==> config.mk <==
export PLATFORM = sky130hd
export DESIGN_NAME = pcw_core
export DESIGN_NICKNAME = d
export VERILOG_FILES = /design/src/inc/pcw_pkg.sv /design/src/hw/pcw_wdt.sv /design/src/hw/pcw_core.sv
export SDC_FILE = /design/constraint.sdc
export NUM_CORES = 1
export LEC_CHECK = 0
export BUFFER_PORTS_ARGS = -buffer_cell sky130_fd_sc_hd__clkbuf_2
export CORE_MARGIN = 5
export CORE_UTILIZATION = 30
export CTS_CLUSTER_DIAMETER = 80
export DETAILED_ROUTE_END_ITERATION = 16
export SETUP_SLACK_MARGIN = 0.05
export SKIP_CTS_REPAIR_TIMING = 1
export SLEW_MARGIN = 25
export SYNTH_ARGS = -nofsm -noshare
export SYNTH_HDL_FRONTEND = slang
export SYNTH_SLANG_ARGS = --single-unit
==> constraint.sdc <==
create_clock -name clk_in -period 2.65 [get_ports clk_in]
set_clock_uncertainty 0.2 [all_clocks]
set_input_delay 0.3975 -clock clk_in [delete_from_list [all_inputs] [get_ports clk_in]]
set_output_delay 0.3975 -clock clk_in [all_outputs]
set_load 0.05 [all_outputs]
==> src/inc/pcw_pkg.sv <==
// Purpose: Shared constants and types for the counter array compare/PWM/watchdog block
// Assumes: One clock, synchronous active-low reset
// Notes:   Mode register fields are packed into a 5-bit control word
`default_nettype none

package pcw_pkg;

    // Counter array geometry
    localparam int unsigned CNT_W       = 16;
    localparam int unsigned BYTE_W      = 8;
    localparam int unsigned NUM_MOD     = 3;
    localparam int unsigned SEL_W       = 2;
    localparam logic [1:0]  WDT_MOD     = 2'h2;

    // Module mode register field positions
    localparam int unsigned MODE_W      = 5;
    localparam int unsigned MODE_CEN    = 0;
    localparam int unsigned MODE_MAT    = 1;
    localparam int unsigned MODE_PULSE  = 2;
    localparam int unsigned MODE_P16    = 3;
    localparam int unsigned MODE_IE     = 4;

    // Reset values and counter maximums
    localparam logic [MODE_W-1:0] MODE_RST      = 5'h00;
    localparam logic [15:0]       CNT_RST       = 16'h0000;
    localparam logic [15:0]       CMP_RST       = 16'h0000;
    localparam logic [15:0]       CNT_MAX       = 16'hFFFF;
    localparam logic [7:0]        BYTE_MAX      = 8'hFF;
    localparam logic              WDT_EN_RST    = 1'b1;
    localparam logic [7:0]        WDT_OFS_RST   = 8'hFF;
    localparam logic [7:0]        WDT_MATCH_RST = 8'hFF;

    // Operating mode of one module
    typedef enum logic [1:0] {
        PCW_OFF,
        PCW_TIMER,
        PCW_PWM16,
        PCW_WDOG
    } pcw_mode_t;

    // Decode a mode word into the operating mode
    function automatic pcw_mode_t pcw_decode(input logic [MODE_W-1:0] m,
                                             input logic               wdog);
        pcw_mode_t r;
        r = PCW_OFF;
        if (wdog) begin
            r = PCW_WDOG;
        end else if (m[MODE_CEN] && m[MODE_PULSE] && m[MODE_P16]) begin
            r = PCW_PWM16;
        end else if (m[MODE_CEN] && m[MODE_MAT]) begin
            r = PCW_TIMER;
        end
        return r;
    endfunction

endpackage : pcw_pkg

`default_nettype wire

==> src/hw/pcw_wdt.sv <==
// Purpose: Watchdog held in module 2 of the counter array
// Assumes: Counter value supplied by the array, update strobe from software
// Notes:   Reset pulse is one cycle wide and comes from a flop
`default_nettype none

module pcw_wdt
    import pcw_pkg::*;
(
    // Clock and reset
    input  wire logic              clk_in,
    input  wire logic              rst_b_in,
    // Control
    input  wire logic              wdt_on_in,
    input  wire logic              update_in,
    input  wire logic              offset_wr_in,
    input  wire logic [BYTE_W-1:0] offset_in,
    input  wire logic [CNT_W-1:0]  cnt_in,
    // Result
    output logic                   wdt_reset_out,
    output logic [BYTE_W-1:0]      match_out
);

    logic [BYTE_W-1:0] offset_q;
    logic [BYTE_W-1:0] match_q;
    logic              trip_d;

    // Offset byte stored only while the watchdog is off
    always_ff @(posedge clk_in) begin
        if (!rst_b_in) begin
            offset_q <= WDT_OFS_RST;
        end else if (offset_wr_in && !wdt_on_in) begin
            offset_q <= offset_in;
        end
    end

    always_ff @(posedge clk_in) begin
        if (!rst_b_in) begin
            match_q <= WDT_MATCH_RST;
        end else if (update_in) begin
            match_q <= cnt_in[CNT_W-1:BYTE_W] + offset_q;
        end
    end

    // High byte compare
    // Trip when the counter high byte steps onto the match value
    assign trip_d = wdt_on_in && !update_in
                    && (cnt_in[BYTE_W-1:0] == BYTE_MAX)
                    && (cnt_in[CNT_W-1:BYTE_W] + 8'h01 == match_q);

    always_ff @(posedge clk_in) begin
        if (!rst_b_in) begin
            wdt_reset_out <= 1'b0;
        end else begin
            wdt_reset_out <= trip_d;
        end
    end

    assign match_out = match_q;

endmodule : pcw_wdt

`default_nettype wire

==> src/hw/pcw_core.sv <==
// Purpose: Counter array with compare, 16-bit PWM and watchdog modules
// Assumes: Register writes arrive as one-cycle strobes synchronous to clk_in
// Notes:   Module 2 becomes the watchdog while the enable bit is set
`default_nettype none

module pcw_core
    import pcw_pkg::*;
#(
    parameter int unsigned N_MOD = NUM_MOD
) (
    // Clock and reset
    input  wire logic              clk_in,
    input  wire logic              rst_b_in,
    // Software writes
    input  wire logic [SEL_W-1:0]  mod_sel_in,
    input  wire logic [BYTE_W-1:0] wr_data_in,
    input  wire logic              wr_cmp_low_in,
    input  wire logic              wr_cmp_high_in,
    input  wire logic              wr_mode_in,
    input  wire logic [MODE_W-1:0] mode_data_in,
    input  wire logic              wr_wdt_en_in,
    input  wire logic              wdt_en_data_in,
    input  wire logic              flag_clr_in,
    input  wire logic              ovf_clr_in,
    // Status
    output logic [CNT_W-1:0]       counter_out,
    output logic [N_MOD-1:0]       module_match_flag_out,
    output logic                   overflow_flag_out,
    output logic                   irq_out,
    output logic                   watchdog_enable_bit_out,
    // Pins and reset request
    output logic [N_MOD-1:0]       module_output_pin_out,
    output logic                   wdt_reset_out
);

    logic [CNT_W-1:0]  cnt_q;
    logic [CNT_W-1:0]  cnt_d;
    logic              wrap_d;
    logic [CNT_W-1:0]  cmp_q [N_MOD];
    logic [MODE_W-1:0] mode_q [N_MOD];
    logic [N_MOD-1:0]  flag_q;
    logic [N_MOD-1:0]  pin_q;
    logic              ovf_q;
    logic              irq_q;
    logic              wdt_on_q;
    logic              wdt_update;
    logic              wdt_ofs_wr;
    logic [BYTE_W-1:0] wdt_match;
    logic [N_MOD-1:0]  hit;
    logic [N_MOD-1:0]  mod_wdog;
    logic [N_MOD-1:0]  locked;
    pcw_mode_t         mode_now [N_MOD];
    logic [N_MOD-1:0]  sel_hit;
    logic [N_MOD-1:0]  cen_bit;
    logic [N_MOD-1:0]  mat_bit;
    logic [N_MOD-1:0]  ie_bit;
    logic [N_MOD-1:0]  pwm_on;
    logic [N_MOD-1:0]  tmr_on;
    logic [N_MOD-1:0]  flag_d;
    logic [N_MOD-1:0]  pin_d;
    logic              irq_d;

    // Decode of the module select for per-module writes
    function automatic logic sel_is(input logic [SEL_W-1:0] sel,
                                    input int               idx);
        logic r;
        r = (sel == SEL_W'(idx));
        return r;
    endfunction

    assign cnt_d  = cnt_q + 16'h0001;
    assign wrap_d = (cnt_q == CNT_MAX);

    always_ff @(posedge clk_in) begin
        if (!rst_b_in) begin
            cnt_q <= CNT_RST;
        end else begin
            cnt_q <= cnt_d;
        end
    end

    // Overflow flag, set wins over clear
    always_ff @(posedge clk_in) begin
        if (!rst_b_in) begin
            ovf_q <= 1'b0;
        end else if (wrap_d) begin
            ovf_q <= 1'b1;
        end else if (ovf_clr_in) begin
            ovf_q <= 1'b0;
        end
    end

    always_ff @(posedge clk_in) begin
        if (!rst_b_in) begin
            wdt_on_q <= WDT_EN_RST;
        end else if (wr_wdt_en_in) begin
            wdt_on_q <= wdt_en_data_in;
        end
    end

    // Per-module decode
    always_comb begin
        for (int i = 0; i < N_MOD; i++) begin
            mod_wdog[i] = wdt_on_q && (i == int'(WDT_MOD));
            locked[i]   = mod_wdog[i];
            mode_now[i] = pcw_decode(mode_q[i], mod_wdog[i]);
            hit[i]      = (cnt_q == cmp_q[i]);
        end
    end

    // Module select decode
    always_comb begin
        for (int i = 0; i < N_MOD; i++) begin
            sel_hit[i] = sel_is(mod_sel_in, i);
        end
    end

    // Mode bit views per module
    always_comb begin
        for (int i = 0; i < N_MOD; i++) begin
            cen_bit[i] = mode_q[i][MODE_CEN];
            mat_bit[i] = mode_q[i][MODE_MAT];
            ie_bit[i]  = mode_q[i][MODE_IE];
            pwm_on[i]  = (mode_now[i] == PCW_PWM16);
            tmr_on[i]  = !mod_wdog[i] && cen_bit[i] && mat_bit[i];
        end
    end

    // Watchdog strobes: an update only counts while the watchdog runs,
    // the offset write is refused inside the watchdog while it runs
    assign wdt_update = wdt_on_q && wr_cmp_high_in && (mod_sel_in == WDT_MOD);
    assign wdt_ofs_wr = wr_cmp_low_in && (mod_sel_in == WDT_MOD);

    // Compare value byte writes
    always_ff @(posedge clk_in) begin
        if (!rst_b_in) begin
            for (int i = 0; i < N_MOD; i++) begin
                cmp_q[i] <= CMP_RST;
            end
        end else begin
            for (int i = 0; i < N_MOD; i++) begin
                if (sel_hit[i] && !locked[i]) begin
                    if (wr_cmp_low_in) begin
                        cmp_q[i][BYTE_W-1:0] <= wr_data_in;
                    end
                    if (wr_cmp_high_in) begin
                        cmp_q[i][CNT_W-1:BYTE_W] <= wr_data_in;
                    end
                end
            end
        end
    end

    // Mode register with comparator enable side effects
    always_ff @(posedge clk_in) begin
        if (!rst_b_in) begin
            for (int i = 0; i < N_MOD; i++) begin
                mode_q[i] <= MODE_RST;
            end
        end else begin
            for (int i = 0; i < N_MOD; i++) begin
                if (sel_hit[i] && !locked[i]) begin
                    if (wr_mode_in) begin
                        mode_q[i] <= mode_data_in;
                    end else if (wr_cmp_low_in) begin
                        mode_q[i][MODE_CEN] <= 1'b0;
                    end else if (wr_cmp_high_in) begin
                        mode_q[i][MODE_CEN] <= 1'b1;
                    end
                end
            end
        end
    end

    // Match flags, a match in the clear cycle still sets
    always_comb begin
        flag_d = flag_q;
        for (int i = 0; i < N_MOD; i++) begin
            if (tmr_on[i] && hit[i]) begin
                flag_d[i] = 1'b1;
            end else if (flag_clr_in && sel_hit[i]) begin
                flag_d[i] = 1'b0;
            end
        end
    end

    always_ff @(posedge clk_in) begin
        if (!rst_b_in) begin
            flag_q <= '0;
        end else begin
            flag_q <= flag_d;
        end
    end

    always_comb begin
        irq_d = 1'b0;
        for (int i = 0; i < N_MOD; i++) begin
            if (flag_q[i] && ie_bit[i] && !mod_wdog[i]) begin
                irq_d = 1'b1;
            end
        end
    end

    // Interrupt request, one cycle behind the flags
    always_ff @(posedge clk_in) begin
        if (!rst_b_in) begin
            irq_q <= 1'b0;
        end else begin
            irq_q <= irq_d;
        end
    end

    // PWM pin next value, tested against the next counter value
    // so the pin changes on the same edge as counter_out
    always_comb begin
        pin_d = pin_q;
        for (int i = 0; i < N_MOD; i++) begin
            if (!pwm_on[i]) begin
                pin_d[i] = 1'b0;
            end else if (cnt_d == cmp_q[i]) begin
                pin_d[i] = 1'b1;
            end else if (wrap_d) begin
                pin_d[i] = 1'b0;
            end
        end
    end

    always_ff @(posedge clk_in) begin
        if (!rst_b_in) begin
            pin_q <= '0;
        end else begin
            pin_q <= pin_d;
        end
    end

    // Watchdog instance
    // Module 2 compare bytes double as watchdog update and offset
    pcw_wdt i_pcw_wdt (
        .clk_in        (clk_in),
        .rst_b_in      (rst_b_in),
        .wdt_on_in     (wdt_on_q),
        .update_in     (wdt_update),
        .offset_wr_in  (wdt_ofs_wr),
        .offset_in     (wr_data_in),
        .cnt_in        (cnt_q),
        .wdt_reset_out (wdt_reset_out),
        .match_out     (wdt_match)
    );

    // Counter and status
    assign counter_out             = cnt_q;
    assign module_match_flag_out   = flag_q;
    assign overflow_flag_out       = ovf_q;
    assign irq_out                 = irq_q;

    // Watchdog enable and pins
    assign watchdog_enable_bit_out = wdt_on_q;
    assign module_output_pin_out   = pin_q;

endmodule : pcw_core

`default_nettype wire

==> impl_metrics.py <==
metrics = {
    "drt": {
        "vias_per_cell": 5.00,
        "dr.pass1.iters": 5,
        "drtIter0Drc": 348,
        "wire_per_inst_um": 18.6,
        "routed_wl_mm": 17.2,
        "vias": 4608,
        "ant_nets": 0,
        "drc_errors": 0,
    },
    "floorplanning": {
        "die_x_um": 150,
        "dieHeight_um": 150,
        "rows": 51,
        "start_util": 0.303,
        "core_um2": 19300,
        "die_area_um2": 22400,
        "io_pins": 50,
    },
    "cts": {
        "clk_pin_slew_ps": 70,
        "cts_tree": "built",
        "clk_path_buf_depth": 2,
        "cts_sinks": 105,
        "clk_latency_ps": 360,
        "cts-buffers-inserted": 9,
        "cts_root_buf": "clkbuf_16",
        "htreeDepth": 3,
    },
    "global_route": {
        "grt_overflow_total": 0,
        "antenna_found_initial": 0,
        "grt_pass1_vias": 4593,
        "grt_pass1_wl_mm": 27.0,
        "track_usage": 0.160,
        "grt_max_degree": 24,
    },
    "logic_synthesis": {
        "synth.area.top_cells": "edfxtp_1, dfxtp_1, xnor2_1",
        "netlist_top_cells_count": "edfxtp_1, nand2_1, xnor2_1",
        "synth.most_common_cell": "edfxtp_1",
        "ys_warn_count": 0,
        "synth_top_family_by_area": "simple AND/OR/NAND/NOR gates",
        "synth_xor_area_frac": 0.139,
        "synth_edf_count": 63,
        "synth_mux_area_frac": 0.0120,
        "synth_cells": 586,
        "seq_area_frac_synth": 0.467,
        "synthAdderAreaFrac": 0.0227,
        "synth_ff_type": "edfxtp_1",
        "ys_ff_latch": 105,
        "synth_top_cell_by_area": "edfxtp_1",
        "synth_top_area_share": 0.323,
        "synth-simple-area-share": 0.214,
        "post_synth_num_cell_types": 63,
        "syn_nets": 620,
        "synth-async-reset-ratio": 0,
        "synth-compound-area-share": 0.109,
        "synth.avg_cell_area_um2": 9.98,
        "netlist_area_um2": 5850,
    },
    "sta": {
        "post-route-period-util": 0.892,
        "final_max_slew_viol_count": 0,
        "finalCriticalPeriod_ps": 2370,
        "fin_setup_tns_ps": 0,
        "finalSetupViolCount": 0,
        "worst_pin_slew_ps": 568,
        "rsz0062_at_grt": "false",
        "max-slew-margin-rel": 0.621,
        "fmax_ghz": 0.423,
        "hold_viol_final": 0,
    },
    "layout": {
        "antenna_cells": 0,
        "instances_no_fill": 922,
        "drive_above_1_share": 0.170,
        "nets": 686,
        "area_growth_pct": 17.7,
    },
    "worst_setup_path": {
        "critPathCaptureType": "register",
        "cp_max_fo": 9,
        "rr_worst_depth": 6,
        "cp.depth": 6,
        "critPathTopFamily": "compound AO/OA/AOI/OAI gates",
        "cp.buffers_inverters": 0,
        "worst_ep_arrival_time_ps": 2460,
        "max_stage_delay_ps": 490,
        "crit_chain": "and3_1, nand3_1, a221o_1, a2111oi_2, nand4b_1, o21ai_1",
        "required_ps": 2740,
        "crit_type": "reg -> reg",
        "startpoint_type": "register",
        "slowest_stage": "dfxtp_1",
    },
    "place": {
        "gp_congestion": 0.970,
        "place_inst": 906,
        "place_hpwl_mm": 13.7,
        "io_buffers": 49,
    },
    "run_status": {
        "status": "completed",
    },
    "power": {
        "power_density_nw_per_um2": 527,
        "p_total_mw": 3.63,
        "leakage_nw": 2.70,
        "vdd_drop_max_uv": 361,
    },
    "flow_run": {
        "max_cap_violations": 0,
    },
    "hold_path": {
        "worstHoldPathCells": 3,
        "hold_path.class": "in -> reg",
    },
}
-- metrics by stage --
| step | setup slack, ps | hold slack [ps] | utilization | cell area [µm²] |
|---|---|---|---|---|
| 2_1_floorplan | 94.0 | 241 | - | 5850 |
| 3_3_place_gp | 343 | 257 | 0.340 | 6570 |
| 3_5_place_dp | 277 | 264 | 0.340 | 6570 |
| 4_1_cts | 269 | 48.4 | 0.356 | 6880 |
| 5_1_grt | 76.4 | 101 | 0.356 | 6880 |
| 6_report | 285 | 59.0 | 0.356 | 6880 |
-- layout by cell type, fill, tap and decap left out, types with 7 or more instances in the layout --
cell type and instances:
edfxtp_1 63, nand2_1 56, xnor2_1 54, clkbuf_2 49, dfxtp_1 41, buf_4 41
xor2_1 39, nor2_1 35, nand3_1 25, and3_1 19, a21oi_1 19, nor3_1 15
o21ai_0 13, and2_1 12, inv_1 11, nor2b_1 11, nand4_1 11, nor4_1 10
ha_1 9, clkbuf_16 9, nand2b_1 8, o22a_1 8, nand3b_1 7, mux2i_1 7
o211ai_1 7
-- registers in the layout, summed over array words and instances (netlist names) --
| name | cells |
|---|---|
| overflow_flag_out | 1 |
| i_pcw_wdt.match_out | 8 |
| watchdog_enable_bit_out | 1 |
| module_match_flag_out | 3 |
| mode_q | 15 |
| module_output_pin_out | 3 |
| i_pcw_wdt.offset_q | 8 |
| i_pcw_wdt.wdt_reset_out | 1 |
| irq_out | 1 |
| counter_out | 16 |
| cmp_q | 48 |
-- tightest hold or removal path, delay by kind of cell --
kind,cells,cell delay (ps)
buf+inv,1,80
mux,1,60
simple gates,1,60
-- cell type report --
class                      count  area, µm²
clock buffer                  12        256
multi-input combinational    435       2910
fill                        1945      12500
sequential                   105       2730
tap                          265        332
clock inverter                 4       58.8
inverter                      11       41.3
timing repair buffer          90        553
-- kinds of logic after synthesis --
logic type / after synthesis
AO/OA/AOI/OAI: 91
XOR/XNOR: 93
AND/OR/NAND/NOR: 234
adder cells (fa/ha/maj): 10
flip-flops: 105
multiplexers: 7
buffers and inverters: 46
-- power breakdown --
group	switching (mW)	internal [mW]	leakage, nW
sequential	0.0515	1.81	0.996
combinational	0.226	0.133	1.54
clock	0.616	0.797	0.155
total	0.893	2.74	2.70
-- path summary, 6_finish.rpt --
| path | start | slack, ps | to |
|---|---|---|---|
| min | wdt_en_data_in | 60 | watchdog_enable_bit_out |
| max reg2reg | counter_out[6] | 280 | module_output_pin_out[0] |
| max | counter_out[6] | 280 | module_output_pin_out[0] |
| min reg2reg | module_output_pin_out[0] | 270 | module_output_pin_out[0] |
-- layer usage --
metal / share of wire / routed length, µm / global-route usage
met1: 0.46 / 7940 / 0.219
met2: 0.46 / 7850 / 0.258
met3: 0.060 / 1030 / 0.0312
met4: 0.020 / 347 / 0.0457
met5: 0 / 0 / 0
Power figures use the tool's default switching activity.
